`config.mk`:
```
export PLATFORM = sky130hd
export DESIGN_NAME = line_pin_if
export DESIGN_NICKNAME = d
export VERILOG_FILES = /design/src/rtl/line_pin_pkg.sv /design/src/rtl/line_pin_if.sv
export VERILOG_INCLUDE_DIRS = /design/src /design/src/rtl
export SDC_FILE = /design/constraint.sdc
export NUM_CORES = 1
export LEC_CHECK = 0
export BUFFER_PORTS_ARGS = -buffer_cell sky130_fd_sc_hd__buf_2
export CAP_MARGIN = 20
export CORE_UTILIZATION = 30
export DETAILED_ROUTE_END_ITERATION = 7
export PLACE_DENSITY = 0.49
export SKIP_LAST_GASP = 1
export SLEW_MARGIN = 20
export SYNTH_ARGS = -nofsm -noshare
export SYNTH_HDL_FRONTEND = slang
export SYNTH_SLANG_ARGS = --single-unit
```
`constraint.sdc`:
```
create_clock -name i_clk -period 5.7 [get_ports i_clk]
set_input_delay 0.285 -clock i_clk [delete_from_list [all_inputs] [get_ports i_clk]]
set_output_delay 0.285 -clock i_clk [all_outputs]
set_load 0.02 [all_outputs]
```
`src/rtl/line_pin_map.svh`:
```
// Constants for the per-port line-side pin interface.
// Assumes inclusion by the design file and the bench; definitions only.
`ifndef LINE_PIN_MAP_SVH
`define LINE_PIN_MAP_SVH
`define TX_SEL_LINE_OUT  3'h0
`define TX_SEL_TX_OUT    3'h1
`define TX_SEL_TX_IN     3'h2
`define TX_SEL_RX_LINE   3'h3
`define TX_SEL_RX_OUT    3'h4
`define RX_SEL_LINE      1'h0
`define RX_SEL_OUT       1'h1
`define MASK_DELAY       2'h3
`define CFG_RST_VAL      1'h0
`define VIOL_RST_VAL     16'h0000
`define VIOL_INC         16'h0001
`define ADDR_CFG         12'h000
`define ADDR_STAT        12'h004
`define ADDR_VIOL        12'h008
`define CFG_BIT_UNIPOLAR 0
`define CFG_BIT_MASK     1
`define CFG_BIT_LOOP     2
`define CFG_BIT_TXINV    3
`define CFG_BIT_RXINV    4
`define CFG_BIT_TXPOL    5
`define CFG_BIT_RXPOL    6
`define CFG_BIT_RXSEL    7
`define CFG_LSB_TXSEL    8
`define CFG_MSB_TXSEL    10
`endif

```
`src/rtl/line_pin_pkg.sv`:
```
// Types shared by the line-side pin interface.
// Assumes nothing of its surroundings.
package line_pin_pkg;
  typedef struct packed {
    logic [2:0] tx_sel;
    logic       rx_sel;
    logic       rx_pol;
    logic       tx_pol;
    logic       rx_inv;
    logic       tx_inv;
    logic       loopback;
    logic       overhead_mask_mode;
    logic       unipolar_mode;
  } port_cfg_t;
  typedef struct packed {
    logic pos;
    logic neg;
  } rails_t;
  typedef enum logic [2:0] {
    BUS_IDLE  = 3'b001,
    BUS_WRITE = 3'b010,
    BUS_READ  = 3'b100
  } bus_state_t;
endpackage

```
`src/rtl/line_pin_if.sv`:
```
// One port of the line-side pin interface with an AHB-Lite register slave.
// Assumes all line pins and clocks are asynchronous to i_clk (100 MHz) and
// that line clocks are well below half of i_clk, so edges are found by sampling.
//
// How it works
// - Bipolar modes without mask mode drive negative rail high for negative pulse.
// - Transmit outputs update on rising edge of reference, falling if inverted.
// - Transmit reference defaults to line clock out; four others are selectable.
// - Negative-rail / mask output pin has configurable polarity inversion.
// - Mask mode outputs mask input delayed three clocks, receive mask in loopback.
// - High mask marks transmit bit invalid and overwritable; low marks valid payload.
// - Receive line clock clocks receive pins unless receive clock out is selected, and may reference transmit outputs.
// - Receive inputs sampled on rising reference edge, falling if inverted.
// - Unipolar or mask mode takes un-encoded receive data on positive rail pin.
// - Unipolar or mask mode presents un-encoded transmit data on positive rail.
// - Unipolar without mask mode counts violations each clock violation input high.
// - Mask mode drops receive data bits while receive mask input is high.
`timescale 1ns/1ns
`include "line_pin_map.svh"
module line_pin_if #(
  parameter int VIOL_W = 16
) (
  input  wire logic        i_clk,
  input  wire logic        i_rst,
  // AHB-Lite slave
  input  wire logic        i_hsel,
  input  wire logic [11:0] i_haddr,
  input  wire logic [1:0]  i_htrans,
  input  wire logic        i_hwrite,
  input  wire logic [2:0]  i_hsize,
  input  wire logic [31:0] i_hwdata,
  input  wire logic        i_hready,
  output logic      [31:0] o_hrdata,
  output logic             o_hreadyout,
  output logic             o_hresp,
  // Clock pins, sampled
  input  wire logic        i_tx_line_clock_out,
  input  wire logic        i_tx_clock_out,
  input  wire logic        i_tx_clock_in,
  input  wire logic        i_rx_line_clock,
  input  wire logic        i_rx_clock_out,
  // Transmit side from the framer
  input  wire logic        i_tx_serial_data,
  input  wire logic        i_tx_neg_data,
  input  wire logic        i_tx_overhead_mask_in,
  output logic             o_tx_pos_rail,
  output logic             o_tx_neg_rail,
  // Receive side toward the framer
  input  wire logic        i_rx_pos_rail,
  input  wire logic        i_rx_neg_rail,
  output logic             o_rx_serial_data,
  output logic             o_rx_neg_data,
  output logic             o_rx_data_valid
);

  localparam int NSYNC = 10;

  // Two-stage synchronisers for every asynchronous pin
  logic [NSYNC-1:0] pin_raw;
  logic [NSYNC-1:0] meta_r;
  logic [NSYNC-1:0] sync_r;
  logic [NSYNC-1:0] sync_nxt;
  logic [NSYNC-1:0] meta_nxt;
  assign pin_raw = {i_tx_line_clock_out, i_tx_clock_out, i_tx_clock_in, i_rx_line_clock,
                    i_rx_clock_out, i_tx_serial_data, i_tx_neg_data, i_tx_overhead_mask_in,
                    i_rx_pos_rail, i_rx_neg_rail};
  always_comb begin
    meta_nxt = pin_raw;
    sync_nxt = meta_r;
  end
  always_ff @(posedge i_clk) begin
    meta_r <= meta_nxt;
    sync_r <= sync_nxt;
  end

  logic s_tx_line_clk, s_tx_clk_out, s_tx_clk_in, s_rx_line_clk, s_rx_clk_out;
  logic s_tx_data, s_tx_neg, s_tx_mask, s_rx_pos, s_rx_neg;
  assign {s_tx_line_clk, s_tx_clk_out, s_tx_clk_in, s_rx_line_clk, s_rx_clk_out,
          s_tx_data, s_tx_neg, s_tx_mask, s_rx_pos, s_rx_neg} = sync_r;

  // Configuration and counter state
  line_pin_pkg::port_cfg_t  cfg_r, cfg_nxt;
  logic [VIOL_W-1:0]        viol_r, viol_nxt;
  line_pin_pkg::bus_state_t bst_r, bst_nxt;
  logic [11:0]              addr_r, addr_nxt;
  logic [31:0]              rdata_nxt;
  // Bus handshake kept in flops so every output leaves a register
  logic                     hrdy_r, hresp_r;

  // Reference clock choice and edge detect; previous level held in prev_r
  logic tx_ref, rx_ref, tx_prev_r, rx_prev_r, tx_edge, rx_edge;
  always_comb begin
    case (cfg_r.tx_sel)
      `TX_SEL_TX_OUT:  tx_ref = s_tx_clk_out;
      `TX_SEL_TX_IN:   tx_ref = s_tx_clk_in;
      `TX_SEL_RX_LINE: tx_ref = s_rx_line_clk;
      `TX_SEL_RX_OUT:  tx_ref = s_rx_clk_out;
      default:         tx_ref = s_tx_line_clk;
    endcase
    rx_ref = (cfg_r.rx_sel == `RX_SEL_OUT) ? s_rx_clk_out : s_rx_line_clk;
    // Inversion turns the falling edge into the active one
    tx_edge = cfg_r.tx_inv ? (tx_prev_r & ~tx_ref) : (~tx_prev_r & tx_ref);
    rx_edge = cfg_r.rx_inv ? (rx_prev_r & ~rx_ref) : (~rx_prev_r & rx_ref);
  end

  // Transmit path: three-stage mask delay and rail multiplexing
  logic [2:0] mask_dly_r, mask_dly_nxt;
  logic       txp_r, txp_nxt, txn_r, txn_nxt;
  logic       mask_src;
  always_comb begin
    // Loopback takes the receive mask so external framing lines up with it
    mask_src     = cfg_r.loopback ? s_rx_neg : s_tx_mask;
    mask_dly_nxt = mask_dly_r;
    txp_nxt      = txp_r;
    txn_nxt      = txn_r;
    if (tx_edge) begin
      mask_dly_nxt = {mask_dly_r[1:0], mask_src};
      txp_nxt      = s_tx_data ^ cfg_r.tx_pol;
      if (cfg_r.overhead_mask_mode) begin
        // High marks the bit as free for outside framing
        txn_nxt = mask_dly_r[`MASK_DELAY-1] ^ cfg_r.tx_pol;
      end else if (cfg_r.unipolar_mode) begin
        txn_nxt = cfg_r.tx_pol; // Unused in unipolar, held inactive
      end else begin
        txn_nxt = s_tx_neg ^ cfg_r.tx_pol;
      end
    end
  end

  // Receive path: sample on the active edge, filter overhead
  // Data and clock pass equal synchroniser depth, so the sampled bit lines up
  logic rxd_r, rxd_nxt, rxn_r, rxn_nxt, rval_r, rval_nxt, rxp_i, rxn_i;
  always_comb begin
    rxp_i    = s_rx_pos ^ cfg_r.rx_pol;
    rxn_i    = s_rx_neg ^ cfg_r.rx_pol;
    rxd_nxt  = rxd_r;
    rxn_nxt  = rxn_r;
    rval_nxt = 1'b0;
    viol_nxt = viol_r;
    if (rx_edge) begin
      rxd_nxt = rxp_i;
      rxn_nxt = (cfg_r.unipolar_mode | cfg_r.overhead_mask_mode) ? 1'b0 : rxn_i;
      // Overhead bits never reach the framer
      rval_nxt = ~(cfg_r.overhead_mask_mode & rxn_i);
      if (cfg_r.unipolar_mode && !cfg_r.overhead_mask_mode && rxn_i) begin
        viol_nxt = viol_r + VIOL_W'(`VIOL_INC); // Wraps at full scale
      end
    end
  end

  // AHB-Lite slave: zero wait states, always OKAY
  // Read data is chosen in the address phase and stands through the data phase
  always_comb begin
    bst_nxt   = bst_r;
    addr_nxt  = addr_r;
    cfg_nxt   = cfg_r;
    rdata_nxt = o_hrdata;
    if (bst_r == line_pin_pkg::BUS_WRITE) begin
      if (addr_r == `ADDR_CFG) begin
        cfg_nxt = line_pin_pkg::port_cfg_t'(i_hwdata[`CFG_MSB_TXSEL:0]);
      end
    end
    if (i_hsel && i_hready && i_htrans[1]) begin
      addr_nxt = i_haddr;
      bst_nxt  = i_hwrite ? line_pin_pkg::BUS_WRITE : line_pin_pkg::BUS_READ;
      if (!i_hwrite) begin
        if (i_haddr == `ADDR_CFG) begin
          rdata_nxt = {21'h000000, cfg_r};
        end else if (i_haddr == `ADDR_STAT) begin
          rdata_nxt = {29'h00000000, rx_ref, tx_ref, mask_dly_r[`MASK_DELAY-1]};
        end else if (i_haddr == `ADDR_VIOL) begin
          rdata_nxt = 32'(viol_r);
        end else begin
          rdata_nxt = 32'h00000000;
        end
      end
    end else if (i_hready) begin
      bst_nxt = line_pin_pkg::BUS_IDLE;
    end
  end

  // State registers; reset forces the default reference and bipolar mode
  always_ff @(posedge i_clk) begin
    if (i_rst) begin
      cfg_r       <= '0;
      viol_r      <= '0;
      bst_r       <= line_pin_pkg::BUS_IDLE;
      addr_r      <= 12'h000;
      o_hrdata    <= 32'h00000000;
      hrdy_r      <= 1'b1;
      hresp_r     <= 1'b0;
      tx_prev_r   <= 1'b0;
      rx_prev_r   <= 1'b0;
      mask_dly_r  <= 3'h0;
      txp_r       <= 1'b0;
      txn_r       <= 1'b0;
      rxd_r       <= 1'b0;
      rxn_r       <= 1'b0;
      rval_r      <= 1'b0;
    end else begin
      cfg_r       <= cfg_nxt;
      viol_r      <= viol_nxt;
      bst_r       <= bst_nxt;
      addr_r      <= addr_nxt;
      o_hrdata    <= rdata_nxt;
      hrdy_r      <= 1'b1;
      hresp_r     <= 1'b0;
      tx_prev_r   <= tx_ref;
      rx_prev_r   <= rx_ref;
      mask_dly_r  <= mask_dly_nxt;
      txp_r       <= txp_nxt;
      txn_r       <= txn_nxt;
      rxd_r       <= rxd_nxt;
      rxn_r       <= rxn_nxt;
      rval_r      <= rval_nxt;
    end
  end

  // Outputs straight from flip-flops
  assign o_tx_pos_rail    = txp_r;
  assign o_tx_neg_rail    = txn_r;
  assign o_rx_serial_data = rxd_r;
  assign o_rx_neg_data    = rxn_r;
  assign o_rx_data_valid  = rval_r;
  assign o_hreadyout      = hrdy_r;
  assign o_hresp          = hresp_r;

  // Transmit rail checks
  tx_hold_a: assert property (@(posedge i_clk) disable iff (i_rst)
    !$past(tx_edge) |-> $stable(o_tx_neg_rail))
    else $error("Transmit negative rail changed without a reference edge");
  neg_rail_a: assert property (@(posedge i_clk) disable iff (i_rst)
    (tx_edge && !cfg_r.overhead_mask_mode && !cfg_r.unipolar_mode && !cfg_r.tx_pol
     && $stable(cfg_r)) |=> (o_tx_neg_rail == $past(s_tx_neg)))
    else $error("Negative rail does not follow bipolar data");
  // Mask output is the third stage, read before the shift
  mask_delay_a: assert property (@(posedge i_clk) disable iff (i_rst)
    (tx_edge && cfg_r.overhead_mask_mode && $stable(cfg_r))
      |=> (o_tx_neg_rail == ($past(mask_dly_r[2]) ^ cfg_r.tx_pol)))
    else $error("Mask output is not the third delayed mask");
  // Loopback feeds the receive mask into the delay line
  loop_mask_a: assert property (@(posedge i_clk) disable iff (i_rst)
    (tx_edge && cfg_r.loopback && $stable(cfg_r)) |=> (mask_dly_r[0] == $past(s_rx_neg)))
    else $error("Loopback mask not taken from receive side");
  tx_pol_a: assert property (@(posedge i_clk) disable iff (i_rst)
    (tx_edge && $stable(cfg_r)) |=> (o_tx_pos_rail == ($past(s_tx_data) ^ cfg_r.tx_pol)))
    else $error("Transmit data polarity wrong");
  // Unused negative rail rests at its polarity level
  idle_neg_a: assert property (@(posedge i_clk) disable iff (i_rst)
    (tx_edge && cfg_r.unipolar_mode && !cfg_r.overhead_mask_mode && $stable(cfg_r))
      |=> (o_tx_neg_rail == cfg_r.tx_pol))
    else $error("Idle negative rail not at its rest level");
  // Reference selection; a change of selection may fake one edge, so skip it
  tx_edge_a: assert property (@(posedge i_clk) disable iff (i_rst)
    (!cfg_r.tx_inv && cfg_r.tx_sel == `TX_SEL_LINE_OUT && $rose(s_tx_line_clk)
     && $stable(cfg_r)) |-> tx_edge)
    else $error("Default transmit reference edge missed");
  tx_ref_a: assert property (@(posedge i_clk) disable iff (i_rst)
    (!cfg_r.tx_inv && cfg_r.tx_sel == `TX_SEL_RX_OUT && $rose(s_rx_clk_out)
     && $stable(cfg_r)) |-> tx_edge)
    else $error("Selected transmit reference edge missed");
  rx_edge_a: assert property (@(posedge i_clk) disable iff (i_rst)
    (!cfg_r.rx_inv && cfg_r.rx_sel == `RX_SEL_LINE && $rose(s_rx_line_clk)
     && $stable(cfg_r)) |-> rx_edge)
    else $error("Receive line clock edge missed");
  // Receive sampling checks
  rx_sample_a: assert property (@(posedge i_clk) disable iff (i_rst)
    (rx_edge && !cfg_r.rx_pol && $stable(cfg_r)) |=> (o_rx_serial_data == $past(s_rx_pos)))
    else $error("Receive data not sampled on edge");
  rx_neg_a: assert property (@(posedge i_clk) disable iff (i_rst)
    (rx_edge && !cfg_r.unipolar_mode && !cfg_r.overhead_mask_mode && $stable(cfg_r))
      |=> (o_rx_neg_data == ($past(s_rx_neg) ^ cfg_r.rx_pol)))
    else $error("Receive negative data not sampled on edge");
  rx_ovh_a: assert property (@(posedge i_clk) disable iff (i_rst)
    (rx_edge && cfg_r.overhead_mask_mode && (s_rx_neg ^ cfg_r.rx_pol)) |=> !o_rx_data_valid)
    else $error("Overhead bit marked valid");
  rx_valid_a: assert property (@(posedge i_clk) disable iff (i_rst)
    (rx_edge && !cfg_r.overhead_mask_mode) |=> o_rx_data_valid)
    else $error("Payload bit not marked valid");
  rx_idle_a: assert property (@(posedge i_clk) disable iff (i_rst)
    !rx_edge |=> !o_rx_data_valid)
    else $error("Receive valid without a reference edge");
  // Violation counter steps only on a sampled violation
  viol_cnt_a: assert property (@(posedge i_clk) disable iff (i_rst)
    (rx_edge && cfg_r.unipolar_mode && !cfg_r.overhead_mask_mode && (s_rx_neg ^ cfg_r.rx_pol))
      |=> (viol_r == $past(viol_r) + VIOL_W'(`VIOL_INC)))
    else $error("Violation counter did not step");
  viol_hold_a: assert property (@(posedge i_clk) disable iff (i_rst)
    !rx_edge |=> (viol_r == $past(viol_r)))
    else $error("Violation counter moved without an edge");
  // Configuration lands at the end of its write data phase
  cfg_write_a: assert property (@(posedge i_clk) disable iff (i_rst)
    (bst_r == line_pin_pkg::BUS_WRITE && addr_r == `ADDR_CFG)
      |=> (cfg_r == $past(i_hwdata[`CFG_MSB_TXSEL:0])))
    else $error("Configuration write did not land");

endmodule // line_pin_if

```
======== After elaboration in Yosys (flattened, before gate mapping) ========
Index checks and enable logic that the tools add are counted.
W data, S select, Z words.
storage, ports and cells
  bits in registers ....................... 104
  output and inout bits ................... 39
operators by class
  add/sub/neg operators ................... 1
  equality and inequality tests ........... 7
  mux-type cells .......................... 14
  bitwise logic cells ..................... 18
  reductions and logical operators ........ 12
operators by type and width
  kind                     count
  $mux W16                 3
  $logic_not A12 Y1        2
  $add A16 B1 Y16 const B  1
  $eq A12 B3 Y1 const B    1
  $eq A12 B4 Y1 const B    1
  $eq A3 B2 Y1 const B     3
  $mux W3                  3
  $mux W1                  7
  $not A1 Y1               7
  $reduce_and A2 Y1        3
  $and A1 B1 Y1            5
  $xor A1 B1 Y1            5
  $logic_and A1 B1 Y1      4
  $pmux W1 S4              1
  $eq A3 B1 Y1 const B     1
  $eq A3 B3 Y1 const B     1
  $reduce_bool A2 Y1       1
  $reduce_or A2 Y1         1
  $logic_not A1 Y1         1
  $or A1 B1 Y1             1

======== Depth between registers and ports, before layout ========
  depth in word-level cells ............... 6
  mapped depth ............................ 6
  mapped depth without buffers ............ 5

======== Least setup slack after synthesis ========
No wires, ideal clock.
  path type ............................... reg-to-reg
  start point ............................. register cfg_r[7] (netlist bit)
  end point ............................... register viol_r[13]
  library setup time ...................... 0.123 ns
  arrival ................................. 1.697 ns
  setup slack ............................. 3.880 ns
  stages on the path, launching flop included .. 6
  path buffers ............................ 0
  path through ............................ dfxtp_1 -> mux2i_2 -> mux2i_1 -> nor4_4 -> nand4_1 -> mux2_1
between the ends
  longest elaborated chain between the ends .. 5
  elaborated cells on any way between the ends .. 6
ends and longest elaborated chain
  item                                  RTL line            text
  start: declaration                    line_pin_if.sv:82   line_pin_pkg::port_cfg_t cfg_r, cfg_nxt;
  start signal: assignment              line_pin_if.sv:201  cfg_r <= cfg_nxt;
  $mux W1 *                             line_pin_if.sv:100  rx_ref = (cfg_r.rx_sel == `RX_SEL_OUT) ? s_rx_clk_out : s_rx_line_clk;
  $not A1 Y1                            line_pin_if.sv:103  rx_edge = cfg_r.rx_inv ? (rx_prev_r & ~rx_ref) : (~rx_prev_r & rx_ref);
  $and A1 B1 Y1                         line_pin_if.sv:103
  $mux W1 *                             line_pin_if.sv:103
  $reduce_and A2 Y1 (no source line) *  -
  end signal: assignment                line_pin_if.sv:202  viol_r <= viol_nxt;
  end: declaration                      line_pin_if.sv:83   logic [VIOL_W-1:0] viol_r, viol_nxt;
Every way passes the cells marked *; elsewhere a longest branch is shown, timed or not.
A chain may end at the register's enable or synchronous reset.

======== Worst setup path after layout ========
  start point ............................. input i_hwrite
  end point ............................... register o_hrdata[7]
between the ends
  longest elaborated chain between the ends .. 2
ends and longest elaborated chain
  item                                RTL line            text
  start: declaration                  line_pin_if.sv:29   input wire logic i_hwrite,
  $not A1 Y1 (no source line)         -
  $reduce_and A2 Y1 (no source line)  -
  end signal: assignment              line_pin_if.sv:205  o_hrdata <= rdata_nxt;
  end: declaration                    line_pin_if.sv:33   output logic [31:0] o_hrdata,
Every way passes these cells.

==> summary.txt <==
Final Max Slew Viols: 0
Post_cts resized: 0
Mapped Cells: 372
Worst EP required: 5.98 ns
Core area: 11,080 µm²
CP bufs+invs: 1
HP Class: in -> reg
Skew-Pair Late Insertion Delay: 0.34 ns
CTS buffer count: 9
Max Freq: 0.4456 GHz
EDFF count, synth: 0
Setup Fix Bufs, Post-CTS: 0
Outcome: completed
#FFs+latches synth: 88
Cell leakage power: 1.767 nW
Initial antenna violation count: 0
TNS Setup: 0 ns
Routed length per instance: 12.88 µm
Arrival @ worst endpoint: 2.52 ns
Final non-filler cell total: 568
H-Tree Depth: 3
Placed insts: 552
CP Max Fanout: 11
Chip height: 109.6 µm
Fin. Hold Viols: 0
Die X: 109.6 µm
Post-synthesis sequential area ratio: 50.76%
Top FF cell, synth: dfxtp_1
Initial drt markers: 110
Crit Path Class: in -> reg
Unrepaired setup endpoints after global routing: no
Internal power: 1.007 mW
Post-synth top area share: 50.76%
Setup violators final: 0
Remaining Overflow, GRT: 0
Clk pwr share: 45.8%
Pre-CTS setup slack: 3.073 ns
Clock Path Buffers: 2
N_diodes: 0
Fillers: 1,168
DRC viols: 0
Clock Pin Slew Worst Setup and Hold Paths: 0.06 ns
First-pass DRT Iterations: 4
Max Cap Viol: 0
Psw: 295.8 µW
Storage cell area: 1762 µm²
Critical path cell sequence: buf_2, nand4b_1, and4b_1, nor4b_2, a22oi_1, nand2_1
Crit share post-route: 39.37%
# rows: 38
Synth top area cells: dfxtp_1, nand2_1, nor2_1
CP max stage delay: 0.82 ns
Via count: 2,668
Async SR Flop Fraction: 0%
Top cell type by total area after synthesis: dfxtp_1
# IOs: 103
Drt via density: 4.697
Clk_skew: 0.004263 ns
Critical path's slowest cell: nor4b_2
Synthesis-to-layout area growth: 18.67%
Part of the power in registers: 48.8%
Dpl hpwl: 5087 µm
Vias in the first global route: 2,340
Count of cell types in the netlist: 45
Post-layout instance area: 4119 µm²
Mapped Avg Cell Area: 9.330 µm²
First-pass GRT wire length: 12,080 µm
Full die area: 12,000 µm²
Layout Nets: 488
Delay-heaviest family, CP: simple AND/OR/NAND/NOR gates
Starting Density: 31.33%
Synthesized cell area: 3471 µm²
Measured slew at the worst slew-check pin: 0.9681 ns
Root buffer cell: clkbuf_16
PD cells: 316.3 nW/µm²
Peak VDD IR: 0.0001175 V
Crit end category: register
CP Launch Type: primary input
Final hold slack: 0.04533 ns
Slew Limit Headroom: 35.29%
Total track usage: 13.49%
Final worst slack: 3.456 ns
Area of the multi-input gates: 1553 µm²
Port Buf Inserts: 59
Routability cong.: 0.7113
Synthesis Warnings: 0
Combinational share of power: 5.4%
DRT antenna net count: 0
Largest net degree at the start of global routing: 72
Placed instance area: 3811 µm²
Share of cells above drive strength 1: 21.26%
Sw frac: 22.71%
Clock Sink Count: 88
CTS tree: built
Hold-fix buffers, CTS: 0
Post-Route WL: 7316 µm
Crit path time final: 2.244 ns
-- power groups by stage --
stage          Clock, mW  Combinational (mW)  Sequential [mW]
2_1_floorplan          0              0.0538            0.651
3_3_place_gp           0              0.0705            0.650
3_5_place_dp           0              0.0709            0.650
4_1_cts            0.617              0.0710            0.636
5_1_grt            0.645              0.0789            0.637
6_report           0.597              0.0701            0.636
-- cells in the final DEF (no fill, tap or decap), types with 2 or more instances in the layout --
cell       count
nand2_1       45
a31o_2         4
xor2_1         2
and3_1         2
buf_2         59
conb_1        18
a211oi_1       2
clkbuf_16      9
a21oi_1       27
nor4_1         8
nor4_4         2
clkinv_4       3
xnor2_1        9
mux2i_1       16
dfxtp_1       88
o22ai_1        2
nor2_1        44
nand3_1        8
nor3_1         6
nor2b_1        7
and4_1         2
nand4_1        6
o21ai_0        5
a22oi_1       16
mux2_2         3
nand2b_1       8
buf_4          3
nor3b_1        2
and2_1         2
-- per-layer routing --
layer / vias to the layer above / GRT usage (%) / routed length (µm)
met4: 0 / 5.714 / 101
li1: 1358 / - / -
met5: - / 0 / 0
met2: 66 / 19.54 / 3135
met1: 1235 / 18.54 / 3700
met3: 9 / 3.912 / 380
-- kinds of logic (layout without fill, tap and decap cells) --
| family | count (synthesis) | after routing | synth area share (%) |
|---|---|---|---|
| multiplexers | 22 | 22 | 6.957 |
| AND/OR/NAND/NOR | 149 | 149 | 21.88 |
| other | 2 | 18 | 0.2164 |
| AO/OA/AOI/OAI | 60 | 60 | 10.81 |
| buffers and inverters | 39 | 79 | 6.236 |
| XOR/XNOR | 11 | 11 | 2.776 |
| adder cells (fa/ha/maj) | 1 | 1 | 0.3604 |
| flip-flops | 88 | 88 | 50.76 |
-- per-stage QoR --
stage / power [mW] / util, %
6_report: 1.303 / 37.18
5_1_grt: 1.361 / 37.18
4_1_cts: 1.324 / 37.18
3_5_place_dp: 0.7209 / 34.40
3_3_place_gp: 0.7202 / 34.40
2_1_floorplan: 0.7049 / -
-- final cells by class --
type                    count  area share [%]
repair buffers             62           7.716
multi-input cells         261           37.70
inverters                   1         0.09113
well taps                 140           4.253
clock inverters             6           1.671
flip-flops and latches     88           42.77
clock buffers              10           5.802
-- flip-flops by register name (all words and copies together) (netlist names), 3 cells and up --
name,count
o_hrdata,16
viol_r,16
addr_r,12
cfg_r,11
meta_r,10
sync_r,10
bst_r,3
mask_dly_r,3
-- Yosys cell counts, types with 2 or more instances --
cell and instances:
a211oi_1 2, a21oi_1 27, a22oi_1 16, a31o_2 4, and2_1 2, and3_1 2
and4_1 2, buf_1 4, buf_2 2, buf_4 18, clkbuf_1 14, conb_1 2
dfxtp_1 88, mux2_2 3, mux2i_1 16, nand2_1 45, nand2b_1 8, nand3_1 8
nand4_1 6, nor2_1 44, nor2b_1 7, nor3_1 6, nor3b_1 2, nor4_1 8
nor4_4 2, o21ai_0 5, o22ai_1 2, xnor2_1 9, xor2_1 2
-- worst paths after layout --
check	start	to	slack (ns)	cells after the start
setup / recovery	i_hwrite	o_hrdata[7]$_SDFFE_PP0P_	3.46	6
hold / removal	i_tx_line_clock_out	meta_r[9]$_DFF_P_	0.05	1
setup reg to reg	cfg_r[7]$_SDFFE_PP0P_	viol_r[13]$_SDFFE_PP0P_	3.50	6
hold reg to reg	meta_r[0]$_DFF_P_	sync_r[0]$_DFF_P_	0.33	0
Note: power is estimated with default switching activity, not from simulation.
